--- src/hw/ocmac_pkg.sv ---
// Package for the overcurrent monitor and amplifier calibration block.
// Assumes a 50 MHz core clock and a plain single-cycle register port.
package ocmac_pkg;

    // --------
    // Clock and timing
    // --------
    localparam int CLK_MHZ = 50;
    localparam int DEGLITCH_NS = 4500;
    localparam int DEGLITCH_CYC = DEGLITCH_NS * CLK_MHZ / 1000;
    localparam int CAL_US = 500;
    localparam int CAL_CYC = CAL_US * CLK_MHZ;
    localparam int RETRY_MS = 4;
    localparam int RETRY_CYC = RETRY_MS * 1000 * CLK_MHZ;

    // --------
    // Register offsets
    // --------
    localparam logic [3:0] ADDR_CTRL = 4'h0;
    localparam logic [3:0] ADDR_AMP = 4'h1;
    localparam logic [3:0] ADDR_STATUS = 4'h2;
    localparam logic [3:0] ADDR_MASK = 4'h3;
    localparam logic [3:0] ADDR_STRAP = 4'h4;
    localparam logic [3:0] ADDR_STATE = 4'h5;

    // --------
    // Field positions
    // --------
    // CTRL: [3:0] trip level, [5:4] fault mode, [6] low-side ref, [7] clear
    localparam int CTRL_LVL_LSB = 0;
    localparam int CTRL_MODE_LSB = 4;
    localparam int CTRL_LSREF_BIT = 6;
    localparam int CTRL_CLR_BIT = 7;
    // AMP: [1:0] gain, [2] unidirectional, [3] auto trigger, [4] ext cal
    localparam int AMP_GAIN_LSB = 0;
    localparam int AMP_UNI_BIT = 2;
    localparam int AMP_AUTO_BIT = 3;
    localparam int AMP_EXT_BIT = 4;
    // STATUS / MASK: [0] trip, [1] cal done, [2] retry done
    localparam int EV_TRIP = 0;
    localparam int EV_CAL = 1;
    localparam int EV_RETRY = 2;
    localparam int EV_W = 3;

    // --------
    // Reset values
    // --------
    localparam logic [7:0] RST_CTRL = 8'h00;
    localparam logic [4:0] RST_AMP = 5'h00;
    localparam logic [2:0] RST_MASK = 3'h0;
    localparam logic [3:0] LVL_MAX = 4'hf;

    // Fault mode codes
    localparam logic [1:0] MODE_LATCH = 2'h0;
    localparam logic [1:0] MODE_RETRY = 2'h1;
    localparam logic [1:0] MODE_REPORT = 2'h2;

    typedef enum { CAL_IDLE, CAL_RUN } ocmac_cal_t;

endpackage : ocmac_pkg

--- src/hw/ocmac_sync.sv ---
// Two-flop synchroniser bank for asynchronous pin levels.
// Assumes the inputs are static-ish levels, not pulses.
module ocmac_sync #(
    parameter int W = 1
) (
    input wire logic i_clk,
    input wire logic i_rst_n,
    input wire logic [W-1:0] i_d,
    output logic [W-1:0] o_q
);
    logic [W-1:0] meta;

    // Only the second stage is visible outside
    always_ff @(posedge i_clk or negedge i_rst_n) begin
        if (!i_rst_n) begin
            meta <= '0;
            o_q <= '0;
        end else begin
            meta <= i_d;
            o_q <= meta;
        end
    end
endmodule : ocmac_sync

--- src/hw/ocmac_deglitch.sv ---
// One overcurrent deglitch timer for one monitored transistor.
// Assumes a synchronised comparator level on i_over.
module ocmac_deglitch (
    input wire logic i_clk,
    input wire logic i_rst_n,
    input wire logic i_en,
    input wire logic i_over,
    output logic o_trip
);
    logic [7:0] cnt;

    // Count while above; any dip restarts the interval
    always_ff @(posedge i_clk or negedge i_rst_n) begin
        if (!i_rst_n) begin
            cnt <= 8'h00;
            o_trip <= 1'b0;
        end else begin
            o_trip <= 1'b0;
            if (!i_en || !i_over) begin
                cnt <= 8'h00;
            end else if (cnt == 8'(ocmac_pkg::DEGLITCH_CYC)) begin
                o_trip <= 1'b1;
                cnt <= 8'h00;
            end else begin
                cnt <= cnt + 8'h01;
            end
        end
    end
endmodule : ocmac_deglitch

--- src/hw/ocmac_top.sv ---
// Overcurrent monitor and shunt-amplifier calibration control.
// Assumes analog comparators per transistor, strap pins pre-decoded to
// level codes, and a single-cycle register port on I_CLK.
//
// Added by the designer: the register addresses and the plain strobed port.
module ocmac_top #(
    parameter int RETRY_CYCLES = ocmac_pkg::RETRY_CYC,
    parameter int CAL_CYCLES = ocmac_pkg::CAL_CYC
) (
    input wire logic I_CLK,
    input wire logic I_ARST_N,
    input wire logic [3:0] I_ADDR,
    input wire logic [7:0] I_WDATA,
    input wire logic I_WR,
    input wire logic I_RD,
    input wire logic I_STRAP_VARIANT,
    input wire logic I_ENABLE_PIN,
    input wire logic [1:0] I_MODE_STRAP,
    input wire logic [1:0] I_GAIN_STRAP,
    input wire logic [2:0] I_GATE_CURRENT_STRAP,
    input wire logic [2:0] I_TRIP_LEVEL_STRAP,
    input wire logic I_CAL_PIN,
    input wire logic I_REF_READY,
    input wire logic [5:0] I_DS_OVER,
    input wire logic [5:0] I_GATE_ON,
    output logic [7:0] O_RDATA,
    output logic O_IRQ,
    output logic O_GATES_DISABLE,
    output logic O_FAULT_N,
    output logic [3:0] O_TRIP_LEVEL_CODE,
    output logic O_LOW_SIDE_REF_NEG,
    output logic [1:0] O_GAIN_CODE,
    output logic O_UNIDIRECTIONAL,
    output logic O_AMP_INPUT_SHORT,
    output logic O_CAL_BUSY,
    output logic [1:0] O_MODE_LATCHED,
    output logic [2:0] O_GATE_CURRENT_LATCHED,
    output logic O_ENABLE_LATCHED
);

    // --------
    // Reset release and pin synchronisers
    // --------
    logic rst_meta;
    logic rst_n;

    // Release is synchronous so no flop leaves reset on a split edge
    always_ff @(posedge I_CLK or negedge I_ARST_N) begin
        if (!I_ARST_N) begin
            rst_meta <= 1'b0;
            rst_n <= 1'b0;
        end else begin
            rst_meta <= 1'b1;
            rst_n <= rst_meta;
        end
    end

    localparam int SW = 26;
    logic [SW-1:0] pins_async;
    logic [SW-1:0] pins;

    assign pins_async = {I_STRAP_VARIANT, I_ENABLE_PIN, I_MODE_STRAP, I_GAIN_STRAP,
                         I_GATE_CURRENT_STRAP, I_TRIP_LEVEL_STRAP, I_CAL_PIN,
                         I_REF_READY, I_DS_OVER, I_GATE_ON};

    ocmac_sync #(.W(SW)) u_sync (
        .i_clk(I_CLK),
        .i_rst_n(rst_n),
        .i_d(pins_async),
        .o_q(pins)
    );

    wire s_variant = pins[25];
    wire s_enable = pins[24];
    wire [1:0] s_mode = pins[23:22];
    wire [1:0] s_gain = pins[21:20];
    wire [2:0] s_icur = pins[19:17];
    wire [2:0] s_vds = pins[16:14];
    wire s_cal_pin = pins[13];
    wire s_ref_ok = pins[12];
    wire [5:0] s_over = pins[11:6];
    wire [5:0] s_gate_on = pins[5:0];

    // --------
    // Power-up strap capture
    // --------
    // One capture after the synchronisers have filled; later edits ignored
    logic [1:0] cap_wait;
    logic captured;
    logic variant;
    logic [1:0] gain_strap;
    logic [2:0] vds_strap;

    always_ff @(posedge I_CLK or negedge rst_n) begin
        if (!rst_n) begin
            cap_wait <= 2'h0;
            captured <= 1'b0;
        end else if (!captured) begin
            cap_wait <= cap_wait + 2'h1;
            captured <= (cap_wait == 2'h3);
        end
    end

    wire cap_now = !captured && (cap_wait == 2'h3);

    always_ff @(posedge I_CLK or negedge rst_n) begin
        if (!rst_n) begin
            variant <= 1'b0;
            O_ENABLE_LATCHED <= 1'b0;
            O_MODE_LATCHED <= 2'h0;
            gain_strap <= 2'h0;
            O_GATE_CURRENT_LATCHED <= 3'h0;
            vds_strap <= 3'h0;
        end else if (cap_now) begin
            variant <= s_variant;
            O_ENABLE_LATCHED <= s_enable;
            O_MODE_LATCHED <= s_mode;
            gain_strap <= s_gain;
            O_GATE_CURRENT_LATCHED <= s_icur;
            vds_strap <= s_vds;
        end
    end

    // Seven-level trip strap spread over the 16-step level code;
    // code 7 (tied high) turns the monitor off
    function automatic logic [3:0] strap_to_lvl(input logic [2:0] s);
        strap_to_lvl = {s, 1'b0} + {3'h0, s[2]};
    endfunction : strap_to_lvl

    // --------
    // Register file
    // --------
    logic [7:0] ctrl;
    logic [4:0] amp;
    logic [ocmac_pkg::EV_W-1:0] status;
    logic [ocmac_pkg::EV_W-1:0] mask;

    wire wr_ctrl = I_WR && (I_ADDR == ocmac_pkg::ADDR_CTRL);
    wire wr_amp = I_WR && (I_ADDR == ocmac_pkg::ADDR_AMP);
    wire wr_mask = I_WR && (I_ADDR == ocmac_pkg::ADDR_MASK);
    wire rd_status = I_RD && (I_ADDR == ocmac_pkg::ADDR_STATUS);
    wire clr_fault = wr_ctrl && I_WDATA[ocmac_pkg::CTRL_CLR_BIT];

    // Clear bit is self-clearing, never stored
    always_ff @(posedge I_CLK or negedge rst_n) begin
        if (!rst_n) begin
            ctrl <= ocmac_pkg::RST_CTRL;
            amp <= ocmac_pkg::RST_AMP;
            mask <= ocmac_pkg::RST_MASK;
        end else begin
            if (wr_ctrl)
                ctrl <= {1'b0, I_WDATA[6:0]};
            if (wr_amp)
                amp <= I_WDATA[4:0];
            if (wr_mask)
                mask <= I_WDATA[ocmac_pkg::EV_W-1:0];
        end
    end

    wire [1:0] fault_mode = variant ? ocmac_pkg::MODE_RETRY
                                    : ctrl[ocmac_pkg::CTRL_MODE_LSB +: 2];
    wire [3:0] lvl_sel = variant ? strap_to_lvl(vds_strap)
                                 : ctrl[ocmac_pkg::CTRL_LVL_LSB +: 4];
    wire low_side_reference_select_neg = !variant && ctrl[ocmac_pkg::CTRL_LSREF_BIT];
    wire [1:0] gain_sel = variant ? gain_strap : amp[ocmac_pkg::AMP_GAIN_LSB +: 2];
    wire uni_sel = !variant && amp[ocmac_pkg::AMP_UNI_BIT];
    wire ext_cal = variant ? s_cal_pin : (amp[ocmac_pkg::AMP_EXT_BIT] || s_cal_pin);
    wire mon_off = variant && (vds_strap == 3'h7);

    // --------
    // Overcurrent detection and fault response
    // --------
    logic [5:0] trip;

    // Only a transistor that is switched on is watched
    genvar g;
    generate
        for (g = 0; g < 6; g++) begin : g_mon
            ocmac_deglitch u_dg (
                .i_clk(I_CLK),
                .i_rst_n(rst_n),
                .i_en(s_gate_on[g] && !mon_off),
                .i_over(s_over[g]),
                .o_trip(trip[g])
            );
        end
    endgenerate

    wire any_trip = |trip;
    wire trip_acts = (fault_mode == ocmac_pkg::MODE_LATCH)
                  || (fault_mode == ocmac_pkg::MODE_RETRY);
    wire trip_reports = trip_acts || (fault_mode == ocmac_pkg::MODE_REPORT);

    logic shut;
    logic [31:0] retry_cnt;
    logic retry_done;

    // Latched mode waits for a clear; retry mode times out on its own
    always_ff @(posedge I_CLK or negedge rst_n) begin
        if (!rst_n) begin
            shut <= 1'b0;
            retry_cnt <= 32'h0;
            retry_done <= 1'b0;
        end else begin
            retry_done <= 1'b0;
            if (any_trip && trip_acts) begin
                shut <= 1'b1;
                retry_cnt <= 32'h0;
            end else if (shut && fault_mode == ocmac_pkg::MODE_RETRY) begin
                if (retry_cnt == 32'(RETRY_CYCLES - 1)) begin
                    shut <= 1'b0;
                    retry_done <= 1'b1;
                end else begin
                    retry_cnt <= retry_cnt + 32'h1;
                end
            end else if (shut && clr_fault) begin
                shut <= 1'b0;
            end
        end
    end

    logic report_flag;

    // Report-only mode pulls the fault line until software clears
    always_ff @(posedge I_CLK or negedge rst_n) begin
        if (!rst_n)
            report_flag <= 1'b0;
        else if (any_trip && trip_reports)
            report_flag <= 1'b1;
        else if (clr_fault || retry_done)
            report_flag <= 1'b0;
    end

    // --------
    // Offset calibration sequencer
    // --------
    ocmac_pkg::ocmac_cal_t cal_state;
    logic [31:0] cal_cnt;
    logic powerup_pending;
    logic auto_prev;
    logic cal_done;

    wire auto_rise = amp[ocmac_pkg::AMP_AUTO_BIT] && !auto_prev;
    wire cal_start = (powerup_pending && s_ref_ok) || (!variant && auto_rise);

    // Edge detect on the stored bit, so rewriting one does nothing
    always_ff @(posedge I_CLK or negedge rst_n) begin
        if (!rst_n) begin
            auto_prev <= 1'b0;
            powerup_pending <= 1'b1;
        end else begin
            auto_prev <= amp[ocmac_pkg::AMP_AUTO_BIT];
            if (powerup_pending && s_ref_ok)
                powerup_pending <= 1'b0;
        end
    end

    // Fixed run length well inside the upper bound
    always_ff @(posedge I_CLK or negedge rst_n) begin
        if (!rst_n) begin
            cal_state <= ocmac_pkg::CAL_IDLE;
            cal_cnt <= 32'h0;
            cal_done <= 1'b0;
        end else begin
            cal_done <= 1'b0;
            case (cal_state)
                ocmac_pkg::CAL_IDLE: begin
                    cal_cnt <= 32'h0;
                    if (cal_start)
                        cal_state <= ocmac_pkg::CAL_RUN;
                end
                ocmac_pkg::CAL_RUN: begin
                    if (cal_cnt == 32'(CAL_CYCLES / 2 - 1)) begin
                        cal_state <= ocmac_pkg::CAL_IDLE;
                        cal_done <= 1'b1;
                    end else begin
                        cal_cnt <= cal_cnt + 32'h1;
                    end
                end
                default: cal_state <= ocmac_pkg::CAL_IDLE;
            endcase
        end
    end

    wire cal_running = (cal_state == ocmac_pkg::CAL_RUN);

    // --------
    // Events, interrupt and readback
    // --------
    wire [ocmac_pkg::EV_W-1:0] ev = {retry_done, cal_done, any_trip && trip_reports};

    // A new event in the clearing read cycle survives
    always_ff @(posedge I_CLK or negedge rst_n) begin
        if (!rst_n)
            status <= '0;
        else
            status <= (rd_status ? '0 : status) | ev;
    end

    wire [7:0] rd_mux =
        (I_ADDR == ocmac_pkg::ADDR_CTRL) ? ctrl :
        (I_ADDR == ocmac_pkg::ADDR_AMP) ? {3'h0, amp} :
        (I_ADDR == ocmac_pkg::ADDR_STATUS) ? {5'h0, status} :
        (I_ADDR == ocmac_pkg::ADDR_MASK) ? {5'h0, mask} :
        (I_ADDR == ocmac_pkg::ADDR_STRAP) ?
            {variant, O_ENABLE_LATCHED, O_MODE_LATCHED, gain_strap, 2'h0} :
        (I_ADDR == ocmac_pkg::ADDR_STATE) ?
            {4'h0, ext_cal, cal_running, report_flag, shut} : 8'h00;

    // All outputs registered
    always_ff @(posedge I_CLK or negedge rst_n) begin
        if (!rst_n) begin
            O_RDATA <= 8'h00;
            O_IRQ <= 1'b0;
            O_GATES_DISABLE <= 1'b0;
            O_FAULT_N <= 1'b1;
            O_TRIP_LEVEL_CODE <= 4'h0;
            O_LOW_SIDE_REF_NEG <= 1'b0;
            O_GAIN_CODE <= 2'h0;
            O_UNIDIRECTIONAL <= 1'b0;
            O_AMP_INPUT_SHORT <= 1'b0;
            O_CAL_BUSY <= 1'b0;
        end else begin
            O_RDATA <= I_RD ? rd_mux : 8'h00;
            O_IRQ <= |(status & mask);
            O_GATES_DISABLE <= shut;
            O_FAULT_N <= !(shut || report_flag);
            O_TRIP_LEVEL_CODE <= lvl_sel;
            O_LOW_SIDE_REF_NEG <= low_side_reference_select_neg;
            O_GAIN_CODE <= gain_sel;
            O_UNIDIRECTIONAL <= uni_sel;
            O_AMP_INPUT_SHORT <= cal_running || ext_cal;
            O_CAL_BUSY <= cal_running;
        end
    end

endmodule : ocmac_top

--- config.mk ---
export PLATFORM = sky130hd
export DESIGN_NAME = ocmac_top
export DESIGN_NICKNAME = d
export VERILOG_FILES = /design/src/hw/ocmac_pkg.sv /design/src/hw/ocmac_sync.sv /design/src/hw/ocmac_deglitch.sv /design/src/hw/ocmac_top.sv
export SDC_FILE = /design/constraint.sdc
export NUM_CORES = 1
export LEC_CHECK = 0
export BUFFER_PORTS_ARGS = -buffer_cell sky130_fd_sc_hd__buf_2
export CORE_UTILIZATION = 50
export DETAILED_ROUTE_END_ITERATION = 12
export GPL_TIMING_DRIVEN = 0
export HOLD_SLACK_MARGIN = 0.08
export PLACE_DENSITY_LB_ADDON = 0.08
export SYNTH_ARGS = -nofsm -noshare
export SYNTH_HDL_FRONTEND = slang
export SYNTH_HIERARCHICAL = 1
export SYNTH_SLANG_ARGS = --single-unit
--- constraint.sdc ---
create_clock -name I_CLK -period 20.3 [get_ports I_CLK]
set_input_delay 4.06 -clock I_CLK [delete_from_list [all_inputs] [get_ports I_CLK]]
set_output_delay 4.06 -clock I_CLK [all_outputs]
set_load 0.03 [all_outputs]
==> results.yml <==
outcome:
  status: "completed"
die:
  die_w_um: 143
  initial_utilization_pct: 51.2
  io_pins: 69
  row_count: 51
  die_area_sq_um: 20500
  coreArea_sq_um: 19500
  dieHeight_um: 143
cells_and_area:
  regArea_sq_um: 5840
  fin_util_pct: 59.6
  final_nets: 1023
  layout-drive-gt1-share_pct: 18.3
  area_growth_pct: 16.5
  diodes: 0
  fillCellCount: 1653
  multiInputGateArea_sq_um: 3980
  fin_cells: 1251
  stdcell_area_sq_um: 11600
yosys:
  ys.warnings.count: 6
  synth_cell_types: 60
  synth.top_cell.area_share_pct: 57.9
  ys_seq_elements: 233
  synth_top_cells_by_area: "dfrtp_1, mux2_2, xnor2_1, nand2_1, nand3_1"
  synth_cells: 869
  synth_nets: 926
  synth_area_leader_cell: "dfrtp_1"
  ys.flop_type: "dfrtp_1"
  synth_edf_count: 0
  synth.cell_area_sq_um: 9990
  syn_avg_cell_area_sq_um: 11.5
  ys_seq_area_share_pct: 58.4
  async_reset_ff_share_pct: 100
power_and_ir_drop:
  p_int_w: 0.000811
  power.leakage_nw: 5.02
  p_seq_share_pct: 48.5
  p_clk_share_pct: 44.6
  p_per_area_nw_per_um2: 90.5
  swShare_pct: 23.0
  switchingPower_w: 0.000242
  vdd_ir_drop_max_mv: 0.0753
  p_comb_share_pct: 6.9
timing:
  tns_ps: 0
  hold_viol: 0
  worst_slew_pin_slew_ps: 930
  maxSlewHeadroom_pct: 37.5
  setup-violations-final: 0
  max_freq_ghz: 0.182
  post-route-period-util_pct: 27.0
  period_minus_slack_ps: 5480
  fin_worst_skew_ps: 13.3
  rsz0062_at_grt: "no"
  slew_viol_final: 0
place:
  gp_congestion: 0.828
  placedInstanceArea_sq_um: 10800
  dp.cells: 1203
  dp_hpwl_um: 12800
  port_buffers: 65
clock_network:
  clock_sinks: 233
  clk_path_buf_depth: 3
  clk_pin_slew_ps: 60
  root_buffer: "clkbuf_16"
  postCtsSetupBuffers: 0
  h-tree-depth: 1
  cts_buffers: 26
  tritoncts: "yes"
  hold_buffers: 0
  clock_latency_ps: 520
  cts_resized: 0
global_routing:
  grt_overflow_total: 0
  grt_max_degree: 58
  grt.met3_usage_pct: 3.10
  antenna_found_initial: 0
  grt_pass1_wl_um: 31800
  grt_use_met1_pct: 27.7
  grt_busiest_layer: "met2"
  gr-usage-all-layers_pct: 19.3
  grt_pass1_vias: 6424
  met2_usage_pct: 30.3
routing:
  viasPerCell: 5.38
  post-route-drc-count: 0
  finalWirelength_um: 18600
  ant_nets: 0
  vias: 6729
  first_iter_violations: 271
  drt_first_pass_iters: 5
  post_drt_wl_per_cell_um: 14.8
critical_path:
  cp.required_ps: 20690
  cp-start-kind: "input port"
  reg2reg_depth: 6
  arrival_ps: 5880
  cp_common_cell: "buf_2"
  cp_max_fo: 10
  crit_path_end_kind: "flip-flop"
  crit_buf_inv: 2
  crit_chain: "buf_2 > buf_2 > nor4_2 > nand3_1 > a41oi_1 > o21ai_0"
  cp_top_family: "simple AND/OR/NAND/NOR gates"
  cp.depth: 6
  slowest_delay_ps: 840
  crit_type: "input port to flip-flop"
  critPathSlowestCell: "nor4_2"
worst_hold_path:
  hp-class: "flip-flop to async pin"
job:
  cap_violations: 0
## cells in the final DEF, fill, tap and decap left out, drive strengths merged, types with 4 or more instances in the layout
master  Yosys  layout
o21bai      7       7
ha         15      15
nor3       26      26
mux2       31      31
nand4      25      25
dfrtp     231     231
nor4       16      16
and2       34      34
xnor2      31      31
nand2b      8       8
or3        31      31
nor4b       4       4
inv        24      24
or2         4       4
buf         5      74
or4b        6       6
nor2       56      56
or4        10      10
a31oi       6       6
o21ai      37      37
clkinv      0       4
nand2      63      63
nand3      44      44
o211ai      9       9
xor2       24      24
clkbuf     16      57
a21boi      7       7
nor2b      18      18
and4       10      10
a21oi      32      32
o31ai       5       5
## worst paths after layout
check,slack [ps],from,endpoint
max,14820,I_ADDR[0],shut$_DFFE_PN0P_
min,270,rst_n$_DFF_PN0_,cal_cnt[19]$_DFFE_PN0N_
max reg2reg,18160,retry_cnt[29]$_DFFE_PN0P_,retry_cnt[5]$_DFFE_PN0P_
min reg2reg,270,rst_n$_DFF_PN0_,cal_cnt[19]$_DFFE_PN0N_
max in group asynchronous,16880,I_ARST_N,rst_n$_DFF_PN0_
min in group I_CLK,340,u_sync/meta[6]$_DFF_PN0_,u_sync/o_q[6]$_DFF_PN0_
## cell type report
cell class | count | share of cell area, %
repair buffers | 69 | 3.74
flip-flops and latches | 233 | 50.2
multi-input cells | 591 | 34.2
well taps | 265 | 2.85
inverters | 24 | 0.774
clock inverters | 7 | 0.753
clock buffers | 41 | 6.77
plain buffers | 21 | 0.785
## per-layer routing
| metal | up-vias | routed length, um |
|---|---|---|
| met4 | 0 | 389 |
| met5 | - | 0 |
| met1 | 3284 | 9020 |
| li1 | 3299 | - |
| met2 | 111 | 8420 |
| met3 | 35 | 737 |
## per-stage QoR
step | hold WS, ps | worst slack, ps | total power [W]
final | 269 | 14820 | 0.00105
after global routing | 309 | 14680 | 0.00109
after CTS | 289 | 14840 | 0.00107
after detailed placement | 282 | 14290 | 0.000593
after global placement | 332 | 10690 | 0.000589
after floorplan | 331 | 13330 | 0.000565
## power by group through the flow
stage,sequential (W),clock [W],combinational (W)
2_1_floorplan,0.000530,0,0.0000354
3_3_place_gp,0.000526,0,0.0000625
3_5_place_dp,0.000519,0,0.0000740
4_1_cts,0.000511,0.000483,0.0000741
5_1_grt,0.000514,0.000499,0.0000812
6_report,0.000511,0.000470,0.0000727
## flip-flops by register name (all words and copies together) (netlist names), 6 cells and up
register and cells:
g_mon.u_dg/cnt 48, cal_cnt 32, retry_cnt 32, u_sync/meta 26
u_sync/o_q 26, O_RDATA 8, ctrl 7, g_mon.u_dg/o_trip 6
## synth_stat cells, types with 2 or more instances
library cell	n
a21boi_0	6
a21o_1	2
a21oi_1	32
a221oi_1	3
a222oi_1	2
a22oi_1	3
a31oi_1	6
a32oi_1	2
and2_1	34
and3_1	3
and4_1	10
buf_2	4
clkbuf_1	16
dfrtp_1	231
dfstp_2	2
ha_1	15
inv_1	24
mux2_2	31
mux2i_1	3
nand2_1	62
nand2b_1	8
nand3_1	44
nand4_1	23
nor2_1	56
nor2b_1	18
nor3_1	24
nor3_2	2
nor4_1	11
nor4_2	5
nor4b_1	4
o211ai_1	9
o21ai_0	36
o21bai_4	7
o31ai_1	4
or2_2	4
or3_1	31
or3b_2	2
or4_1	10
or4b_4	6
xnor2_1	31
xor2_1	24
## cells by family (layout without fill, tap and decap cells)
kind of cell | Yosys count | in the layout | share of synthesized area (%)
simple gates | 363 | 363 | 20.6
flops | 233 | 233 | 58.4
compound gates | 123 | 123 | 8.67
xor+xnor | 55 | 55 | 4.82
buf+inv | 45 | 162 | 1.82
mux | 34 | 34 | 3.80
fa+ha+maj | 15 | 15 | 1.88
other cells | 1 | 1 | 0.0375
## worst reg2reg max path, delay by kind of cell, from the launching register on
family	cells	cell delay [ps]
DFF	1	400
and+or+nand+nor	2	730
AOI/OAI and AO/OA	3	670
buffers and inverters	1	260
Note: power is estimated with default switching activity, not from simulation.
